## src/hdl/dfs_pkg.sv

```systemverilog
// Constants, types and fault codes shared by the drive fault supervisor.
// Assumes a single 10 MHz system clock and comparator-style status inputs.
package dfs_pkg;

    localparam int unsigned CLK_HZ = 10_000_000;

    // Sustained-load timing figures in their printed units.
    localparam int unsigned MOTOR_OL_TIME_S = 60;
    localparam int unsigned DRV_OL110_TIME_S = 60;
    localparam int unsigned DRV_OL130_TIME_S = 4;

    localparam longint unsigned MOTOR_OL_CYC = MOTOR_OL_TIME_S * CLK_HZ;
    localparam longint unsigned DRV_OL110_CYC = DRV_OL110_TIME_S * CLK_HZ;
    localparam longint unsigned DRV_OL130_CYC = DRV_OL130_TIME_S * CLK_HZ;

    localparam int unsigned CNT_W = 30;
    localparam int unsigned HIST_DEPTH = 5;
    localparam int unsigned HIST_IDX_W = 3;
    localparam int unsigned STAT_W = 16;
    localparam int unsigned CODE_W = 4;

    // Register map, one word index each; byte address is four times it.
    localparam logic [3:0] ADDR_ACTIVE = 4'h0;
    localparam logic [3:0] ADDR_IRQ_STAT = 4'h1;
    localparam logic [3:0] ADDR_IRQ_MASK = 4'h2;
    localparam logic [3:0] ADDR_CTRL = 4'h3;
    localparam logic [3:0] ADDR_HIST0 = 4'h4;

    localparam int unsigned CTRL_RESET_BIT = 0;
    localparam int unsigned IRQ_W = 2;
    localparam int unsigned IRQ_TRIP_BIT = 0;
    localparam int unsigned IRQ_COM_BIT = 1;

    typedef enum logic [CODE_W-1:0] {
        DFS_F_NONE   = 4'h0,
        DFS_F_OC1    = 4'h1,
        DFS_F_GND    = 4'h2,
        DFS_F_OV     = 4'h3,
        DFS_F_OL     = 4'h4,
        DFS_F_OH     = 4'h5,
        DFS_F_ETH    = 4'h6,
        DFS_F_EXT    = 4'h7,
        DFS_F_LV     = 4'h8,
        DFS_F_OC2    = 4'h9,
        DFS_F_PHO    = 4'hA,
        DFS_F_HWD    = 4'hB,
        DFS_F_COM    = 4'hC,
        DFS_F_IOLT   = 4'hD,
        DFS_F_NTC    = 4'hE
    } dfs_code_e;

    typedef enum logic [1:0] {
        DFS_RUN  = 2'b00,
        DFS_TRIP = 2'b01
    } dfs_state_e;

    // Comparator and status indications from the sensing front end.
    typedef struct packed {
        logic over200;
        logic over130;
        logic over120;
        logic over110;
        logic gndFault;
        logic busOver;
        logic busUnder;
        logic heatSinkHot;
        logic shortThrough;
        logic phaseOpen;
        logic extTrip;
        logic wdogErr;
        logic nvmErr;
        logic inPhaseOpen;
        logic tempSenseOpen;
        logic adcOffsetErr;
        logic keypadLost;
    } dfs_sense_s;

    typedef struct packed {
        dfs_code_e              code;
        logic [STAT_W-1:0]      status;
    } dfs_hist_s;

endpackage

```

## src/hdl/dfs_supervisor.sv

```systemverilog
// Drive fault supervisor: trip detection, fault latch, history and regs.
// Assumes sensing inputs are asynchronous pins and the register master
// sits on clk_sys.
// Function
// - Any fault blocks power output at once and shows the active fault code.
// - Keep last five faults with operating status, oldest displaced first.
// - Trip first overcurrent when output current exceeds 200 percent rated.
// - Trip ground fault when sensed ground current exceeds internal threshold.
// - Trip overvoltage when DC bus rises above rated value.
// - Trip current-limit overload when current flows at 120 percent rated.
// - Trip overheat when heat sink over-temperature indication is active.
// - Trip motor thermal after 130 percent load sustained one minute; the four-second drive overload on the same load trips first.
// - Closed normally open external trip contact blocks output and records fault.
// - Trip undervoltage when DC bus falls below detection level.
// - Trip second overcurrent on shoot-through or output short.
// - Trip output phase open when any output phase is open.
// - Instant cutoff blocks output while asserted, resumes without reset.
// - Hardware diagnostic fault on any control circuitry error; thermistor open reports the thermistor fault instead.
// - Flag communication error on keypad communication loss.
// - Drive overload after 110 percent one minute or 130 percent four seconds.
// - Display thermistor open fault when sensing element opens.
// - Keypad reset, reset terminal or power cycle clears a latched fault.
//
// Design decisions made here: strobed register access and the register offsets.
`timescale 1ns/1ps
`default_nettype none
module dfs_supervisor #(
    parameter longint unsigned MotorOlCyc  = dfs_pkg::MOTOR_OL_CYC,
    parameter longint unsigned DrvOl110Cyc = dfs_pkg::DRV_OL110_CYC,
    parameter longint unsigned DrvOl130Cyc = dfs_pkg::DRV_OL130_CYC
) (
    input  wire logic                       clk_sys,
    input  wire logic                       rst_n,
    input  wire dfs_pkg::dfs_sense_s        senseIn,
    input  wire logic                       instant_cutoff_input,
    input  wire logic                       fault_reset_terminal,
    input  wire logic [dfs_pkg::STAT_W-1:0] opStatus,
    input  wire logic [3:0]                 regAddr,
    input  wire logic [31:0]                regWdata,
    input  wire logic                       regWr,
    input  wire logic                       regRd,
    output logic [31:0]                     regRdata,
    output logic                            gateEnable,
    output logic [dfs_pkg::CODE_W-1:0]      active_fault_view,
    output logic                            hardware_diag_fault,
    output logic                            drive_overload_trip,
    output logic                            irqOut
);
    import dfs_pkg::*;

    localparam int unsigned SYNC_W = $bits(dfs_sense_s) + 2;

    logic [SYNC_W-1:0] syncA_q;
    logic [SYNC_W-1:0] syncB_q;
    dfs_sense_s        sense;
    logic              cutoff;
    logic              resetPin;
    logic              resetPinD_q;

    // Two-stage synchronisers; only syncB feeds logic.
    always_ff @(posedge clk_sys or negedge rst_n) begin
        if (!rst_n) begin
            syncA_q <= '0;
            syncB_q <= '0;
        end else begin
            syncA_q <= {senseIn, instant_cutoff_input, fault_reset_terminal};
            syncB_q <= syncA_q;
        end
    end
    assign sense    = dfs_sense_s'(syncB_q[SYNC_W-1:2]);
    assign cutoff   = syncB_q[1];
    assign resetPin = syncB_q[0];

    // Sustained-load timers.
    logic [CNT_W-1:0] ethCnt_q;
    logic [CNT_W-1:0] ol110Cnt_q;
    logic [CNT_W-1:0] ol130Cnt_q;
    logic             ethDone;
    logic             ol110Done;
    logic             ol130Done;

    assign ethDone   = (ethCnt_q == CNT_W'(MotorOlCyc - 1));
    assign ol110Done = (ol110Cnt_q == CNT_W'(DrvOl110Cyc - 1));
    assign ol130Done = (ol130Cnt_q == CNT_W'(DrvOl130Cyc - 1));

    always_ff @(posedge clk_sys or negedge rst_n) begin
        if (!rst_n) begin
            ethCnt_q   <= '0;
            ol110Cnt_q <= '0;
            ol130Cnt_q <= '0;
        end else begin
            // A simple integrator; cooling is modelled as an instant reset.
            ethCnt_q <= !sense.over130 ? '0 :
                        ethDone ? ethCnt_q : ethCnt_q + 1'b1;
            ol110Cnt_q <= !sense.over110 ? '0 :
                          ol110Done ? ol110Cnt_q : ol110Cnt_q + 1'b1;
            ol130Cnt_q <= !sense.over130 ? '0 :
                          ol130Done ? ol130Cnt_q : ol130Cnt_q + 1'b1;
        end
    end

    // Fault priority: earlier in the list wins only when coincident.
    logic      hwErr;
    dfs_code_e detCode;
    assign hwErr = sense.wdogErr | sense.nvmErr | sense.inPhaseOpen |
                   sense.tempSenseOpen | sense.adcOffsetErr;

    always_comb begin
        detCode = DFS_F_NONE;
        if (sense.shortThrough) detCode = DFS_F_OC2;
        else if (sense.over200) detCode = DFS_F_OC1;
        else if (sense.gndFault) detCode = DFS_F_GND;
        else if (sense.busOver) detCode = DFS_F_OV;
        else if (sense.busUnder) detCode = DFS_F_LV;
        else if (sense.tempSenseOpen) detCode = DFS_F_NTC;
        else if (hwErr) detCode = DFS_F_HWD;
        else if (sense.heatSinkHot) detCode = DFS_F_OH;
        else if (sense.phaseOpen) detCode = DFS_F_PHO;
        else if (sense.extTrip) detCode = DFS_F_EXT;
        else if (ol110Done || ol130Done) detCode = DFS_F_IOLT;
        else if (ethDone) detCode = DFS_F_ETH;
        else if (sense.over120) detCode = DFS_F_OL;
        else if (sense.keypadLost) detCode = DFS_F_COM;
    end

    // Fault latch.
    dfs_state_e state_q;
    dfs_code_e  code_q;
    logic       swReset;
    logic       resetEv;
    logic       tripEv;

    assign swReset = regWr && regAddr == ADDR_CTRL && regWdata[CTRL_RESET_BIT];
    assign resetEv = swReset || (resetPin && !resetPinD_q);
    assign tripEv  = state_q == DFS_RUN && detCode != DFS_F_NONE;

    always_ff @(posedge clk_sys or negedge rst_n) begin
        if (!rst_n) begin
            resetPinD_q <= 1'b0;
        end else begin
            resetPinD_q <= resetPin;
        end
    end

    always_ff @(posedge clk_sys or negedge rst_n) begin
        if (!rst_n) begin
            state_q <= DFS_RUN;
            code_q  <= DFS_F_NONE;
        end else begin
            unique case (state_q)
                DFS_RUN: begin
                    if (tripEv) begin
                        state_q <= DFS_TRIP;
                        code_q  <= detCode;
                    end
                end
                DFS_TRIP: begin
                    if (resetEv) begin
                        state_q <= DFS_RUN;
                        code_q  <= DFS_F_NONE;
                    end
                end
                default: begin
                    state_q <= DFS_TRIP;
                    code_q  <= DFS_F_NONE;
                end
            endcase
        end
    end

    // Gate block is combinational on the latch so a trip costs no extra edge.
    assign gateEnable = state_q == DFS_RUN && !tripEv && !cutoff;

    always_ff @(posedge clk_sys or negedge rst_n) begin
        if (!rst_n) begin
            active_fault_view   <= DFS_F_NONE;
            hardware_diag_fault <= 1'b0;
            drive_overload_trip <= 1'b0;
        end else begin
            active_fault_view   <= tripEv ? detCode :
                                   resetEv ? DFS_F_NONE : code_q;
            hardware_diag_fault <= tripEv ? detCode == DFS_F_HWD :
                                   resetEv ? 1'b0 : hardware_diag_fault;
            drive_overload_trip <= tripEv ? detCode == DFS_F_IOLT :
                                   resetEv ? 1'b0 : drive_overload_trip;
        end
    end

    // History: slot 0 is newest, the oldest falls off the end.
    dfs_hist_s hist_q [HIST_DEPTH];

    always_ff @(posedge clk_sys or negedge rst_n) begin
        if (!rst_n) begin
            for (int i = 0; i < HIST_DEPTH; i++) begin
                hist_q[i] <= '0;
            end
        end else if (tripEv) begin
            hist_q[0] <= '{code: detCode, status: opStatus};
            for (int i = 1; i < HIST_DEPTH; i++) begin
                hist_q[i] <= hist_q[i-1];
            end
        end
    end

    // Interrupts: set wins over write-one-to-clear.
    logic [IRQ_W-1:0] irqStat_q;
    logic [IRQ_W-1:0] irqMask_q;
    logic [IRQ_W-1:0] irqSet;
    logic             comRise;
    logic             comLost_q;

    assign comRise = sense.keypadLost && !comLost_q;
    assign irqSet  = {comRise, tripEv};

    always_ff @(posedge clk_sys or negedge rst_n) begin
        if (!rst_n) begin
            comLost_q <= 1'b0;
            irqStat_q <= '0;
            irqMask_q <= '0;
        end else begin
            comLost_q <= sense.keypadLost;
            irqStat_q <= irqSet | (irqStat_q &
                ~((regWr && regAddr == ADDR_IRQ_STAT) ?
                  regWdata[IRQ_W-1:0] : '0));
            if (regWr && regAddr == ADDR_IRQ_MASK) begin
                irqMask_q <= regWdata[IRQ_W-1:0];
            end
        end
    end
    assign irqOut = |(irqStat_q & irqMask_q);

    // Register read: one cycle latency, unmapped reads zero.
    function automatic logic [31:0] histWord(input dfs_hist_s h);
        return {12'h000, h.code, h.status};
    endfunction

    always_ff @(posedge clk_sys or negedge rst_n) begin
        if (!rst_n) begin
            regRdata <= '0;
        end else begin
            regRdata <= '0;
            if (regRd) begin
                if (regAddr == ADDR_ACTIVE) begin
                    regRdata <= {27'h0, cutoff, code_q};
                end else if (regAddr == ADDR_IRQ_STAT) begin
                    regRdata <= {30'h0, irqStat_q};
                end else if (regAddr == ADDR_IRQ_MASK) begin
                    regRdata <= {30'h0, irqMask_q};
                end else if (regAddr >= ADDR_HIST0 &&
                             regAddr < ADDR_HIST0 + 4'(HIST_DEPTH)) begin
                    regRdata <= histWord(hist_q[HIST_IDX_W'(regAddr - ADDR_HIST0)]);
                end
            end
        end
    end

    // Checks.
    AST_TRIP_BLOCKS: assert property (@(posedge clk_sys) disable iff (!rst_n)
        tripEv |-> !gateEnable ##1 state_q == DFS_TRIP)
        else $error("trip did not block output");
    AST_LATCHED: assert property (@(posedge clk_sys) disable iff (!rst_n)
        state_q == DFS_TRIP && !resetEv |=> state_q == DFS_TRIP && !gateEnable)
        else $error("fault latch released without reset");
    AST_RESET_CLEARS: assert property (@(posedge clk_sys) disable iff (!rst_n)
        state_q == DFS_TRIP && resetEv |=> state_q == DFS_RUN)
        else $error("reset did not clear fault");
    AST_HIST_SHIFT: assert property (@(posedge clk_sys) disable iff (!rst_n)
        tripEv |=> hist_q[0].code == $past(detCode) &&
                   hist_q[1] == $past(hist_q[0]))
        else $error("history not shifted on trip");
    AST_CUTOFF: assert property (@(posedge clk_sys) disable iff (!rst_n)
        cutoff |-> !gateEnable)
        else $error("cutoff did not block output");
    AST_CUTOFF_NOLATCH: assert property (@(posedge clk_sys) disable iff (!rst_n)
        cutoff && detCode == DFS_F_NONE && state_q == DFS_RUN
        |=> state_q == DFS_RUN)
        else $error("cutoff latched a fault");
    AST_OC1: assert property (@(posedge clk_sys) disable iff (!rst_n)
        state_q == DFS_RUN && sense.over200 && !sense.shortThrough
        |=> code_q == DFS_F_OC1)
        else $error("overcurrent not recorded");
    AST_VIEW: assert property (@(posedge clk_sys) disable iff (!rst_n)
        tripEv |=> active_fault_view == $past(detCode))
        else $error("fault view wrong");
    AST_HWD: assert property (@(posedge clk_sys) disable iff (!rst_n)
        state_q == DFS_RUN && detCode == DFS_F_HWD |=> hardware_diag_fault)
        else $error("diag fault not flagged");

    // Every detector must hold the gate low on its own, whatever the latch.
    AST_GND_BLOCK: assert property (@(posedge clk_sys) disable iff (!rst_n)
        sense.gndFault |-> !gateEnable)
        else $error("ground fault left output on");

    AST_OV_BLOCK: assert property (@(posedge clk_sys) disable iff (!rst_n)
        sense.busOver |-> !gateEnable)
        else $error("bus overvoltage left output on");

    AST_OL_BLOCK: assert property (@(posedge clk_sys) disable iff (!rst_n)
        sense.over120 |-> !gateEnable)
        else $error("current limit left output on");

    AST_OH_BLOCK: assert property (@(posedge clk_sys) disable iff (!rst_n)
        sense.heatSinkHot |-> !gateEnable)
        else $error("overheat left output on");

    AST_ETH_BLOCK: assert property (@(posedge clk_sys) disable iff (!rst_n)
        ethDone |-> !gateEnable)
        else $error("motor thermal left output on");

    AST_EXT_BLOCK: assert property (@(posedge clk_sys) disable iff (!rst_n)
        sense.extTrip |-> !gateEnable)
        else $error("external trip left output on");

    AST_LV_BLOCK: assert property (@(posedge clk_sys) disable iff (!rst_n)
        sense.busUnder |-> !gateEnable)
        else $error("undervoltage left output on");

    AST_OC2_BLOCK: assert property (@(posedge clk_sys) disable iff (!rst_n)
        sense.shortThrough |-> !gateEnable)
        else $error("short left output on");

    AST_PHO_BLOCK: assert property (@(posedge clk_sys) disable iff (!rst_n)
        sense.phaseOpen |-> !gateEnable)
        else $error("phase open left output on");

    AST_HWD_BLOCK: assert property (@(posedge clk_sys) disable iff (!rst_n)
        hwErr |-> !gateEnable)
        else $error("control error left output on");

    AST_COM_BLOCK: assert property (@(posedge clk_sys) disable iff (!rst_n)
        sense.keypadLost |-> !gateEnable)
        else $error("keypad loss left output on");

    AST_IOLT_BLOCK: assert property (@(posedge clk_sys) disable iff (!rst_n)
        ol110Done || ol130Done |-> !gateEnable)
        else $error("drive overload left output on");

    AST_NTC_BLOCK: assert property (@(posedge clk_sys) disable iff (!rst_n)
        sense.tempSenseOpen |-> !gateEnable)
        else $error("sensor open left output on");

    // Latch, flags and history bookkeeping.
    AST_OC2_WINS: assert property (@(posedge clk_sys) disable iff (!rst_n)
        state_q == DFS_RUN && sense.shortThrough |=> code_q == DFS_F_OC2)
        else $error("short not recorded");

    AST_IOLT_FLAG: assert property (@(posedge clk_sys) disable iff (!rst_n)
        state_q == DFS_RUN && detCode == DFS_F_IOLT |=> drive_overload_trip)
        else $error("drive overload not flagged");

    AST_FIRST_WINS: assert property (@(posedge clk_sys) disable iff (!rst_n)
        state_q == DFS_TRIP && !resetEv |=> code_q == $past(code_q))
        else $error("latched code changed");

    AST_VIEW_CLEAR: assert property (@(posedge clk_sys) disable iff (!rst_n)
        state_q == DFS_TRIP && resetEv |=> active_fault_view == DFS_F_NONE)
        else $error("fault view kept after reset");

    AST_DIAG_CLEAR: assert property (@(posedge clk_sys) disable iff (!rst_n)
        state_q == DFS_TRIP && resetEv
        |=> !hardware_diag_fault && !drive_overload_trip)
        else $error("fault flags kept after reset");

    AST_HIST_TAIL: assert property (@(posedge clk_sys) disable iff (!rst_n)
        tripEv |=> hist_q[4] == $past(hist_q[3]))
        else $error("oldest history slot not displaced");

    AST_HIST_HOLD: assert property (@(posedge clk_sys) disable iff (!rst_n)
        !tripEv |=> hist_q[0] == $past(hist_q[0]))
        else $error("history changed without a trip");

    AST_IRQ_COM: assert property (@(posedge clk_sys) disable iff (!rst_n)
        comRise |=> irqStat_q[IRQ_COM_BIT])
        else $error("keypad loss not flagged");

    AST_RD_IDLE: assert property (@(posedge clk_sys) disable iff (!rst_n)
        !regRd |=> regRdata == '0)
        else $error("read data outside its cycle");

    // Covers for the main scenarios.
    COV_TRIP: cover property (@(posedge clk_sys) tripEv);
    COV_CLEAR: cover property (@(posedge clk_sys) state_q == DFS_TRIP && resetEv);
    COV_CUTOFF: cover property (@(posedge clk_sys) cutoff ##1 !cutoff);
    COV_PIN_RESET: cover property (@(posedge clk_sys)
        state_q == DFS_TRIP && resetPin && !resetPinD_q);
    COV_OVERLOAD: cover property (@(posedge clk_sys)
        tripEv && detCode == DFS_F_IOLT);
endmodule
`default_nettype wire

```

## config.mk

```make
export PLATFORM = sky130hd
export DESIGN_NAME = dfs_supervisor
export DESIGN_NICKNAME = d
export VERILOG_FILES = /design/src/hdl/dfs_pkg.sv /design/src/hdl/dfs_supervisor.sv
export SDC_FILE = /design/constraint.sdc
export NUM_CORES = 1
export LEC_CHECK = 0
export ABC_CLOCK_PERIOD_IN_PS = 3850
export BUFFER_PORTS_ARGS = -buffer_cell sky130_fd_sc_hd__buf_2
export CORE_ASPECT_RATIO = 2
export CORE_MARGIN = 4
export CORE_UTILIZATION = 62
export CTS_BUF_LIST = sky130_fd_sc_hd__clkbuf_4
export DETAILED_ROUTE_END_ITERATION = 12
export GPL_ROUTABILITY_DRIVEN = 0
export PLACE_DENSITY = 0.83
export SLEW_MARGIN = 20
export SYNTH_ARGS = -nofsm -noshare
export SYNTH_HDL_FRONTEND = slang
export SYNTH_SLANG_ARGS = --single-unit
```

## constraint.sdc

```tcl
create_clock -name clk_sys -period 3.85 [get_ports clk_sys]
set_input_delay 0.385 -clock clk_sys [delete_from_list [all_inputs] [get_ports clk_sys]]
set_output_delay 0.385 -clock clk_sys [all_outputs]
set_load 0.02 [all_outputs]
```

==> results of run 1 <==
-- worst max-delay path: cells and delay by family (launching register included) --
family                 cells  cell delay [ns]
buffers and inverters      1             0.22
AOI/OAI and AO/OA          1             0.24
DFF                        1             0.43
and+or+nand+nor            6             1.68
-- layer usage --
| layer | vias to the layer above | part of all wire [%] |
|---|---|---|
| li1 | 3899 | - |
| met1 | 4163 | 39 |
| met2 | 235 | 54 |
| met3 | 62 | 4.6 |
| met4 | 0 | 2.6 |
| met5 | - | 0 |
-- flip-flops by register name, summed over array words and instances (netlist names) --
name	flops
active_fault_view	4
code_q	4
comLost_q	1
drive_overload_trip	1
ethCnt_q	30
hardware_diag_fault	1
hist_q	100
irqMask_q	2
irqStat_q	2
ol110Cnt_q	30
ol130Cnt_q	30
regRdata	20
resetPinD_q	1
state_q	1
syncA_q	19
syncB_q	19
-- cells in the mapped netlist, drive strengths merged (9+ instances only) --
cell type / count / area [um^2]
and2: 45 / 282
and3: 16 / 100
xnor2: 35 / 307
nor3: 13 / 65.1
nor4: 11 / 90.1
and4: 13 / 116
a21oi: 35 / 175
or3: 23 / 144
mux2: 100 / 1490
buf: 27 / 337
xor2: 27 / 236
o21ai: 50 / 250
nor2: 62 / 233
mux4: 9 / 203
a31oi: 10 / 77.6
dfrtp: 265 / 6630
nand3: 37 / 185
mux2i: 10 / 100
nand2: 50 / 188
a21boi: 19 / 143
clkbuf: 25 / 93.8
nand4: 19 / 134
inv: 30 / 113
-- final timing paths --
check / slack [ns] / startpoint / to
max in group asynchronous: 2.53 / rst_n / ol130Cnt_q[27]
min reg2reg: 0.34 / syncA_q[6] / syncB_q[6]
min: 0.11 / regAddr[3] / regRdata[4]
max: 0.23 / ol110Cnt_q[12] / gateEnable
min in group asynchronous: 0.28 / rst_n / ol110Cnt_q[22]
max reg2reg: 0.44 / ol110Cnt_q[12] / hist_q[47]
-- timing repair --
item                                   in CTS  in global routing
hold buffers                               39                  0
gates resized for setup                     2                  4
setup endpoints to repair                   1                  1
pin swaps                                   0                  1
endpoints found under the hold margin     119                  0
setup buffers                               0                  4
-- power by group --
part / internal, mW / leakage [nW] / switching (mW)
registers: 3.40 / 3.37 / 0.514
logic: 1.39 / 2.59 / 0.799
clock network: 0.991 / 0.418 / 1.06
total: 5.78 / 6.38 / 2.38
-- per-stage QoR --
step	setup WS (ns)	util [%]	hold slack, ns
5_1_grt	-0.0351	71.4	0.0880
3_3_place_gp	0.473	65.4	0.333
3_5_place_dp	0.395	65.4	0.335
4_1_cts	0.0303	71.1	0.0498
2_1_floorplan	0.787	-	0.0894
6_report	0.225	71.4	0.113
-- cell type report --
cell class	instances	area [um^2]
fill	1324	5600
inverter	30	113
clock buffer	83	623
antenna	2	5.00
tap	259	324
sequential	265	6630
clock inverter	19	77.6
multi-input combinational	678	5290
timing repair buffer	123	888
-- logic make-up after synthesis --
group                    synth area share (%)
flip-flops                               53.5
multiplexers                             14.4
adder cells (fa/ha/maj)                 0.303
XOR/XNOR                                 4.38
AND/OR/NAND/NOR                          14.7
buffers and inverters                    4.38
other                                  0.0303
AO/OA/AOI/OAI                            8.24
==> impl_metrics.env, run 1 <==
export IMPL_syn_inst=1014
export IMPL_routedWlPerCell_um=17.0
export IMPL_port_buffers=72
export IMPL_antenna_found_initial=2
export IMPL_hold_viol=0
export IMPL_grt_use_met3_pct=3.66
export IMPL_drtIter0Drc=528
export IMPL_critPathMaxStageDelay_ns=0.57
export IMPL_crit_path_end_kind="output pin"
export IMPL_yosysSeqAreaShare_pct=53.5
export IMPL_start_util_pct=63.4
export IMPL_yosys_warnings=0
export IMPL_grt_pass1_wl_um=42300
export IMPL_syn_area_um2=12400
export IMPL_drt_total_wl_um=24900
export IMPL_status="complete, no violations"
export IMPL_synthArstFlopShare_pct=100
export IMPL_max_slew_margin_pct=36.0
export IMPL_ff2ff_path_depth=9
export IMPL_powerDensity_nw_per_um2=585
export IMPL_grt_pass1_vias=8834
export IMPL_min_path_type="in2reg"
export IMPL_vias=8359
export IMPL_crit_slowest_cell="or4b_4"
export IMPL_max_freq_mhz=276
export IMPL_critPathKind="reg2out"
export IMPL_irDropWorstVdd_mv=0.320
export IMPL_whs_path_depth=3
export IMPL_leakage_nw=6.38
export IMPL_fin_area_um2=13900
export IMPL_synth_enable_flop_cells=0
export IMPL_core_um2=19500
export IMPL_cts_root_buffer="clkbuf_4"
export IMPL_ant_nets=0
export IMPL_place_area_um2=12800
export IMPL_arrival_ns=3.24
export IMPL_clk_path_buf_depth=3
export IMPL_gr_total_overflow=0
export IMPL_clock_latency_ns=0.68
export IMPL_postSynthAreaPerCell_um2=12.2
export IMPL_drive_gt1_share_pct=25.0
export IMPL_use_met2_pct=40.3
export IMPL_grt_max_degree=111
export IMPL_cp_start_kind="flop"
export IMPL_rows=72
export IMPL_layout_commonest_cell="dfrtp_1"
export IMPL_cts_sinks=265
export IMPL_setup_tns_ns=0
export IMPL_first_pass_iters=7
export IMPL_drc=0
export IMPL_grtUsageTotal_pct=22.9
export IMPL_busiest_layer="met2"
export IMPL_ios=115
export IMPL_final_cell_mix="dfrtp_1, mux2_4, clkbuf_4"
export IMPL_setup_violations=0
export IMPL_cp_max_fo=7
export IMPL_vias_per_cell=5.73
export IMPL_areaGrowthSynthToFinish_pct=12.6
export IMPL_dp_cells=1312
export IMPL_die_area_um2=22400
export IMPL_ys_ff_latch=265
export IMPL_final_max_slew_violation_count=0
export IMPL_dominantRegCellSynth="dfrtp_1"
export IMPL_period_share_pct=94.2
export IMPL_critPathRequiredTime_ns=3.46
export IMPL_synth_cell_type_count=68
export IMPL_nNetsFinal=1234
export IMPL_p_total_mw=8.16
export IMPL_place_hpwl_um=15700
export IMPL_htree_levels=2
export IMPL_die_y_um=208
export IMPL_cts_made_buffers=58
export IMPL_crit_chain="or4b_4, nor3b_4, nand4_4, a31oi_2, and3_2, nand2_1, nor4_1, buf_2"
export IMPL_cts_tree="yes"
export IMPL_die_width_um=108
export IMPL_final_min_clock_period_ns=3.62
export IMPL_clock_skew_ns=0.0408
export IMPL_fin_cells=1459
export IMPL_clk_pin_slew_ns=0.07
export IMPL_cap_violations=0
export IMPL_met1_usage_pct=27.9
export IMPL_tightest_slew_ns=0.960
No activity file was read; power rests on OpenSTA's default activity.
==> inputs of run 2 (changes only) <==
- ABC_AREA: unset -> 1
==> run 2 against run 1 <==
Against the previous run:
- global-route usage rose by 3.7 points
- final area increased by 0.59%
- fmax increased by 4.7%
- first-iteration DRC count shrank 8.9%
- critical path depth grew 6
- count of clock-buffer cells in the layout fell by 3
- core utilization is 0.75 points higher
- clock skew is 0.0036 ns higher
- sequential share of layout area decreased by 0.28 points
- synthesized cell count grew 45%
- die area barely moved
- largest power group unchanged
==> impl_metrics.env, run 2 <==
export IMPL_status="complete, no violations"
export IMPL_period_share_pct=89.9
export IMPL_start_util_pct=63.6
export IMPL_vias_per_cell=5.44
export IMPL_crit_slowest_cell="dfrtp_1"
export IMPL_cts_sinks=265
export IMPL_fin_area_um2=14000
export IMPL_synth_area_leaders="dfrtp_1, nand2_1, inv_1, nor2_1, a21oi_1"
export IMPL_place_hpwl_um=20300
export IMPL_final_cell_mix="nand2_1, dfrtp_1, inv_1"
export IMPL_core_um2=19500
export IMPL_rows=72
export IMPL_final_min_clock_period_ns=3.46
export IMPL_max_slew_margin_pct=36.8
export IMPL_multi_input_area_um2=4480
export IMPL_largest_reg_flops=100
export IMPL_cts_root_buffer="clkbuf_4"
export IMPL_grt_pass1_vias=10801
export IMPL_setup_violations=0
export IMPL_cp_start_kind="flop"
export IMPL_grt_max_degree=127
export IMPL_die_width_um=108
export IMPL_cts_made_buffers=57
export IMPL_synth_common_cells="nand2_1, dfrtp_1, inv_1, nor2_1, a21oi_1"
export IMPL_clk_pin_slew_ns=0.07
export IMPL_postCtsResizedCells=0
export IMPL_synth_largest_area_cell="dfrtp_1"
export IMPL_crit_path_end_kind="output pin"
export IMPL_die_y_um=208
export IMPL_dominantRegCellSynth="dfrtp_1"
export IMPL_postSynthAreaPerCell_um2=8.44
export IMPL_powerDensity_nw_per_um2=530
export IMPL_max_freq_mhz=289
export IMPL_rsz0062_at_grt="no"
export IMPL_setup_tns_ns=0
export IMPL_synth_cell_type_count=46
export IMPL_p_total_mw=7.43
export IMPL_num_fill_cells=1548
export IMPL_port_buffers=72
export IMPL_register_area_um2=6630
export IMPL_first_pass_iters=6
export IMPL_clock_skew_ns=0.0445
export IMPL_syn_area_um2=12400
export IMPL_areaGrowthSynthToFinish_pct=13.3
export IMPL_ant_nets=0
export IMPL_drc=0
export IMPL_timing_hold_ws_ns=0.0762
export IMPL_irDropWorstVdd_mv=0.298
export IMPL_ios=115
export IMPL_htree_levels=2
export IMPL_clk_path_buf_depth=3
export IMPL_crit_chain="ha_1, nand2_1, nor2_1, nand2_1, nor2_1, nand2_2, nand3_1, nand2_1, nand2_1, nand2_1, a21oi_2, nand3_2, nor4_1, buf_2"
export IMPL_postCtsHoldBufs=40
export IMPL_yosysSeqAreaShare_pct=53.6
export IMPL_arrival_ns=3.08
export IMPL_final_max_slew_violation_count=0
export IMPL_drt_total_wl_um=28800
export IMPL_synth_enable_flop_cells=0
export IMPL_yosys_warnings=0
export IMPL_min_path_type="in2reg"
export IMPL_critPathMaxStageDelay_ns=0.40
export IMPL_gr_total_overflow=0
export IMPL_leakage_nw=6.66
export IMPL_clock_latency_ns=0.69
export IMPL_critPathTopFamily="simple AND/OR/NAND/NOR gates"
export IMPL_grtUsageTotal_pct=26.6
export IMPL_nNetsFinal=1694
export IMPL_vias=10408
export IMPL_dp_cells=1776
export IMPL_routedWlPerCell_um=15.0
export IMPL_critPathRequiredTime_ns=3.46
export IMPL_grt_pass1_wl_um=48700
export IMPL_worst_path_buf_inv=1
export IMPL_cp_max_fo=7
export IMPL_crit_top_cell="nand2_1"
export IMPL_fin_cells=1912
export IMPL_drtIter0Drc=481
export IMPL_place_area_um2=12900
export IMPL_antenna_found_initial=1
export IMPL_cap_violations=0
export IMPL_regToRegSetupSlack_ns=0.72
export IMPL_synthArstFlopShare_pct=100
export IMPL_critPathKind="reg2out"
export IMPL_syn_inst=1468
export IMPL_drive_gt1_share_pct=14.0
export IMPL_yosys_area_top_type_share_pct=53.6
export IMPL_ys_ff_latch=265
export IMPL_layout_commonest_cell="nand2_1"
export IMPL_tightest_slew_ns=0.947
export IMPL_regMostFlops="hist_q"
export IMPL_cts_setup_buffers=0
export IMPL_synth_most_common_cell="nand2_1"
export IMPL_cts_tree="yes"
export IMPL_hold_viol=0
export IMPL_die_area_um2=22400
==> run 2: final timing paths <==
path | start | end | cells after the start
setup / recovery | ol110Cnt_q[0] | gateEnable | 14
hold / removal | regWr | irqMask_q[0] | 3
setup reg to reg | ol110Cnt_q[0] | hist_q[65] | 17
hold reg to reg | syncA_q[3] | syncB_q[3] | 0
max in group asynchronous | rst_n | ol130Cnt_q[11] | 3
min in group asynchronous | rst_n | regRdata[8] | 2
==> run 2: power breakdown <==
part	leakage, nW	switching (mW)	internal, mW
combinational	2.78	1.08	0.648
sequential	3.46	0.326	3.32
clock	0.414	1.04	1.02
==> run 2: final cells by class <==
| cell class | instances | area share [%] |
|---|---|---|
| Antenna cell | 1 | 0.0178 |
| Clock buffer | 80 | 4.28 |
| Clock inverter | 15 | 0.642 |
| Inverter | 244 | 6.53 |
| Multi-Input combinational cell | 917 | 31.9 |
| Sequential cell | 265 | 47.3 |
| Tap cell | 259 | 2.31 |
| Timing Repair Buffer | 131 | 7.04 |
==> run 2: routing by layer <==
layer,GRT usage [%],share of wire [%],up-vias
li1,-,-,5052
met1,27.7,35,4868
met2,48.8,55,359
met3,3.98,4.1,129
met4,16.3,5.6,0
met5,0,0,-
==> run 2: logic make-up (layout without fill, tap and decap cells) <==
kind of cell | Yosys count | count (layout) | synth area share (%)
compound gates | 295 | 295 | 13.8
xor+xnor | 18 | 18 | 1.27
fa+ha+maj | 3 | 3 | 0.303
buf+inv | 297 | 470 | 10.6
flops | 265 | 265 | 53.6
other cells | 1 | 13 | 0.0303
simple gates | 589 | 589 | 20.5
==> run 2: worst min-delay path, delay by kind of cell <==
kind	cells	cell delay [ns]
compound gates	1	0.08
buf+inv	1	0.12
simple gates	1	0.12
==> run 2: stage by stage <==
step | util, % | setup slack, ns
2_1_floorplan | - | 1.30
5_1_grt | 72.1 | 0.150
3_3_place_gp | 66.5 | 0.928
4_1_cts | 72.1 | 0.346
6_report | 72.1 | 0.389
3_5_place_dp | 66.5 | 0.810
==> inputs of run 3 (changes only) <==
- CORE_ASPECT_RATIO: 2 -> 0.9
==> run 3 against run 2 <==
Against the previous run:
- register-to-register slack improved by 0.13 ns
- clock power up 16%
- total power up 3.0%
- flip-flop and latch count stayed put
- setup slack improved by 0.021 ns
- core utilization grew 0.068 points
- worst hold slack worse by 0.035 ns
- critical path type unchanged
- largest cell class unchanged
==> impl_metrics.env, run 3 (synthesis results as in run 2) <==
export IMPL_status="complete, no violations"
export IMPL_drt_total_wl_um=28200
export IMPL_grt_pass1_vias=10292
export IMPL_gr_total_overflow=0
export IMPL_place_area_um2=12800
export IMPL_min_path_type="in2reg"
export IMPL_period_share_pct=89.4
export IMPL_cp_max_fo=7
export IMPL_min_from="opStatus[4]"
export IMPL_clk_pin_slew_ns=0.06
export IMPL_cts_made_buffers=68
export IMPL_die_y_um=142
export IMPL_critPathRequiredTime_ns=3.46
export IMPL_final_max_slew_violation_count=0
export IMPL_cp_start_kind="flop"
export IMPL_rsz0062_at_grt="no"
export IMPL_antenna_found_initial=1
export IMPL_drive_gt1_share_pct=14.5
export IMPL_die_area_um2=22300
export IMPL_num_fill_cells=1437
export IMPL_die_width_um=157
export IMPL_max_slew_margin_pct=43.1
export IMPL_critPathKind="reg2out"
export IMPL_place_hpwl_um=17700
export IMPL_r2r_start="ol110Cnt_q[0]"
export IMPL_port_buffers=72
export IMPL_setup_tns_ns=0
export IMPL_drtIter0Drc=785
export IMPL_htree_levels=3
export IMPL_hold_viol=0
export IMPL_rows=48
export IMPL_dp_cells=1759
export IMPL_grt_pass1_wl_um=47100
export IMPL_crit_path_start="ol110Cnt_q[0]"
export IMPL_fin_area_um2=14000
export IMPL_irDropWorstVdd_mv=0.600
export IMPL_ant_nets=0
export IMPL_cts_root_buffer="clkbuf_4"
export IMPL_fin_cells=1897
export IMPL_cts_tree="yes"
export IMPL_areaGrowthSynthToFinish_pct=13.1
export IMPL_register_area_um2=6630
export IMPL_cap_violations=0
export IMPL_leakage_nw=6.65
export IMPL_core_um2=19400
export IMPL_p_total_mw=7.66
export IMPL_clock_skew_ns=0.0636
export IMPL_drc=0
export IMPL_postCtsResizedCells=0
export IMPL_first_pass_iters=5
export IMPL_start_util_pct=63.8
export IMPL_routedWlPerCell_um=14.9
export IMPL_grt_max_degree=170
export IMPL_clock_latency_ns=0.68
export IMPL_arrival_ns=3.06
export IMPL_ios=115
export IMPL_final_cell_mix="nand2_1, dfrtp_1, inv_1"
export IMPL_regToRegSetupSlack_ns=0.85
export IMPL_max_freq_mhz=291
export IMPL_clk_path_buf_depth=3
export IMPL_setup_violations=0
export IMPL_multi_input_area_um2=4480
export IMPL_vias=10307
export IMPL_largest_reg_flops=100
export IMPL_regMostFlops="hist_q"
export IMPL_layout_commonest_cell="nand2_1"
export IMPL_cts_sinks=265
export IMPL_nNetsFinal=1692
export IMPL_final_min_clock_period_ns=3.44
export IMPL_crit_path_end_kind="output pin"
export IMPL_vias_per_cell=5.43
export IMPL_grtUsageTotal_pct=26.0
export IMPL_tightest_slew_ns=0.853
export IMPL_fin_util_pct=72.2
export IMPL_powerDensity_nw_per_um2=547
==> run 3: worst paths after layout <==
kind                       depth (start not counted)             end
min in group asynchronous                          2  ol130Cnt_q[28]
max reg2reg                                       16      hist_q[83]
max                                               14      gateEnable
min reg2reg                                        0     syncB_q[12]
min                                                3      hist_q[84]
max in group asynchronous                          3    ethCnt_q[12]
==> run 3: repair_timing <==
item / in CTS / in global routing
hold buffers: 34 / 1
hold endpoints to repair: 146 / 1
buffers inserted: 0 / 0
==> run 3: layout make-up <==
class	count	area share, %
inverters	244	6.54
diodes	1	0.0179
repair buffers	118	6.01
multi-input cells	917	32.0
flip-flops and latches	265	47.4
well taps	250	2.23
clock buffers	93	4.99
clock inverters	9	0.867
==> run 3: through the flow <==
stage | hold slack, ns | worst slack (ns)
CTS | 0.00445 | 0.435
floorplan | 0.0894 | 1.30
detailed placement | 0.335 | 0.991
global route | 0.0101 | 0.148
finish | 0.0412 | 0.410
global placement | 0.333 | 1.10
==> run 3: worst max-delay path: stages, from the launching register on <==
cell	delay, ns
dfrtp_1	0.39
ha_1	0.21
nand2_1	0.06
nor2_1	0.16
nand2_1	0.12
nor2_1	0.14
nand2_2	0.13
nand3_1	0.11
nand2_1	0.06
nand2_1	0.07
nand2_1	0.08
a21oi_2	0.17
nand3_2	0.14
nor4_1	0.29
buf_2	0.24
==> run 3: where the power goes <==
| part | internal [mW] | total (mW) | switching [mW] | leakage, nW |
|---|---|---|---|---|
| Combinational | 0.546 | 1.61 | 1.06 | 2.71 |
| Sequential | 3.32 | 3.66 | 0.333 | 3.46 |
| Clock | 1.30 | 2.39 | 1.09 | 0.483 |
==> run 3: per-layer routing <==
| layer | GRT usage (%) | wire length [um] | share of wire, % |
|---|---|---|---|
| met4 | 10.5 | 600 | 2.1 |
| met1 | 34.9 | 12000 | 42 |
| met3 | 5.84 | 2150 | 7.6 |
| met5 | 0 | 0 | 0 |
| met2 | 41.5 | 13500 | 48 |
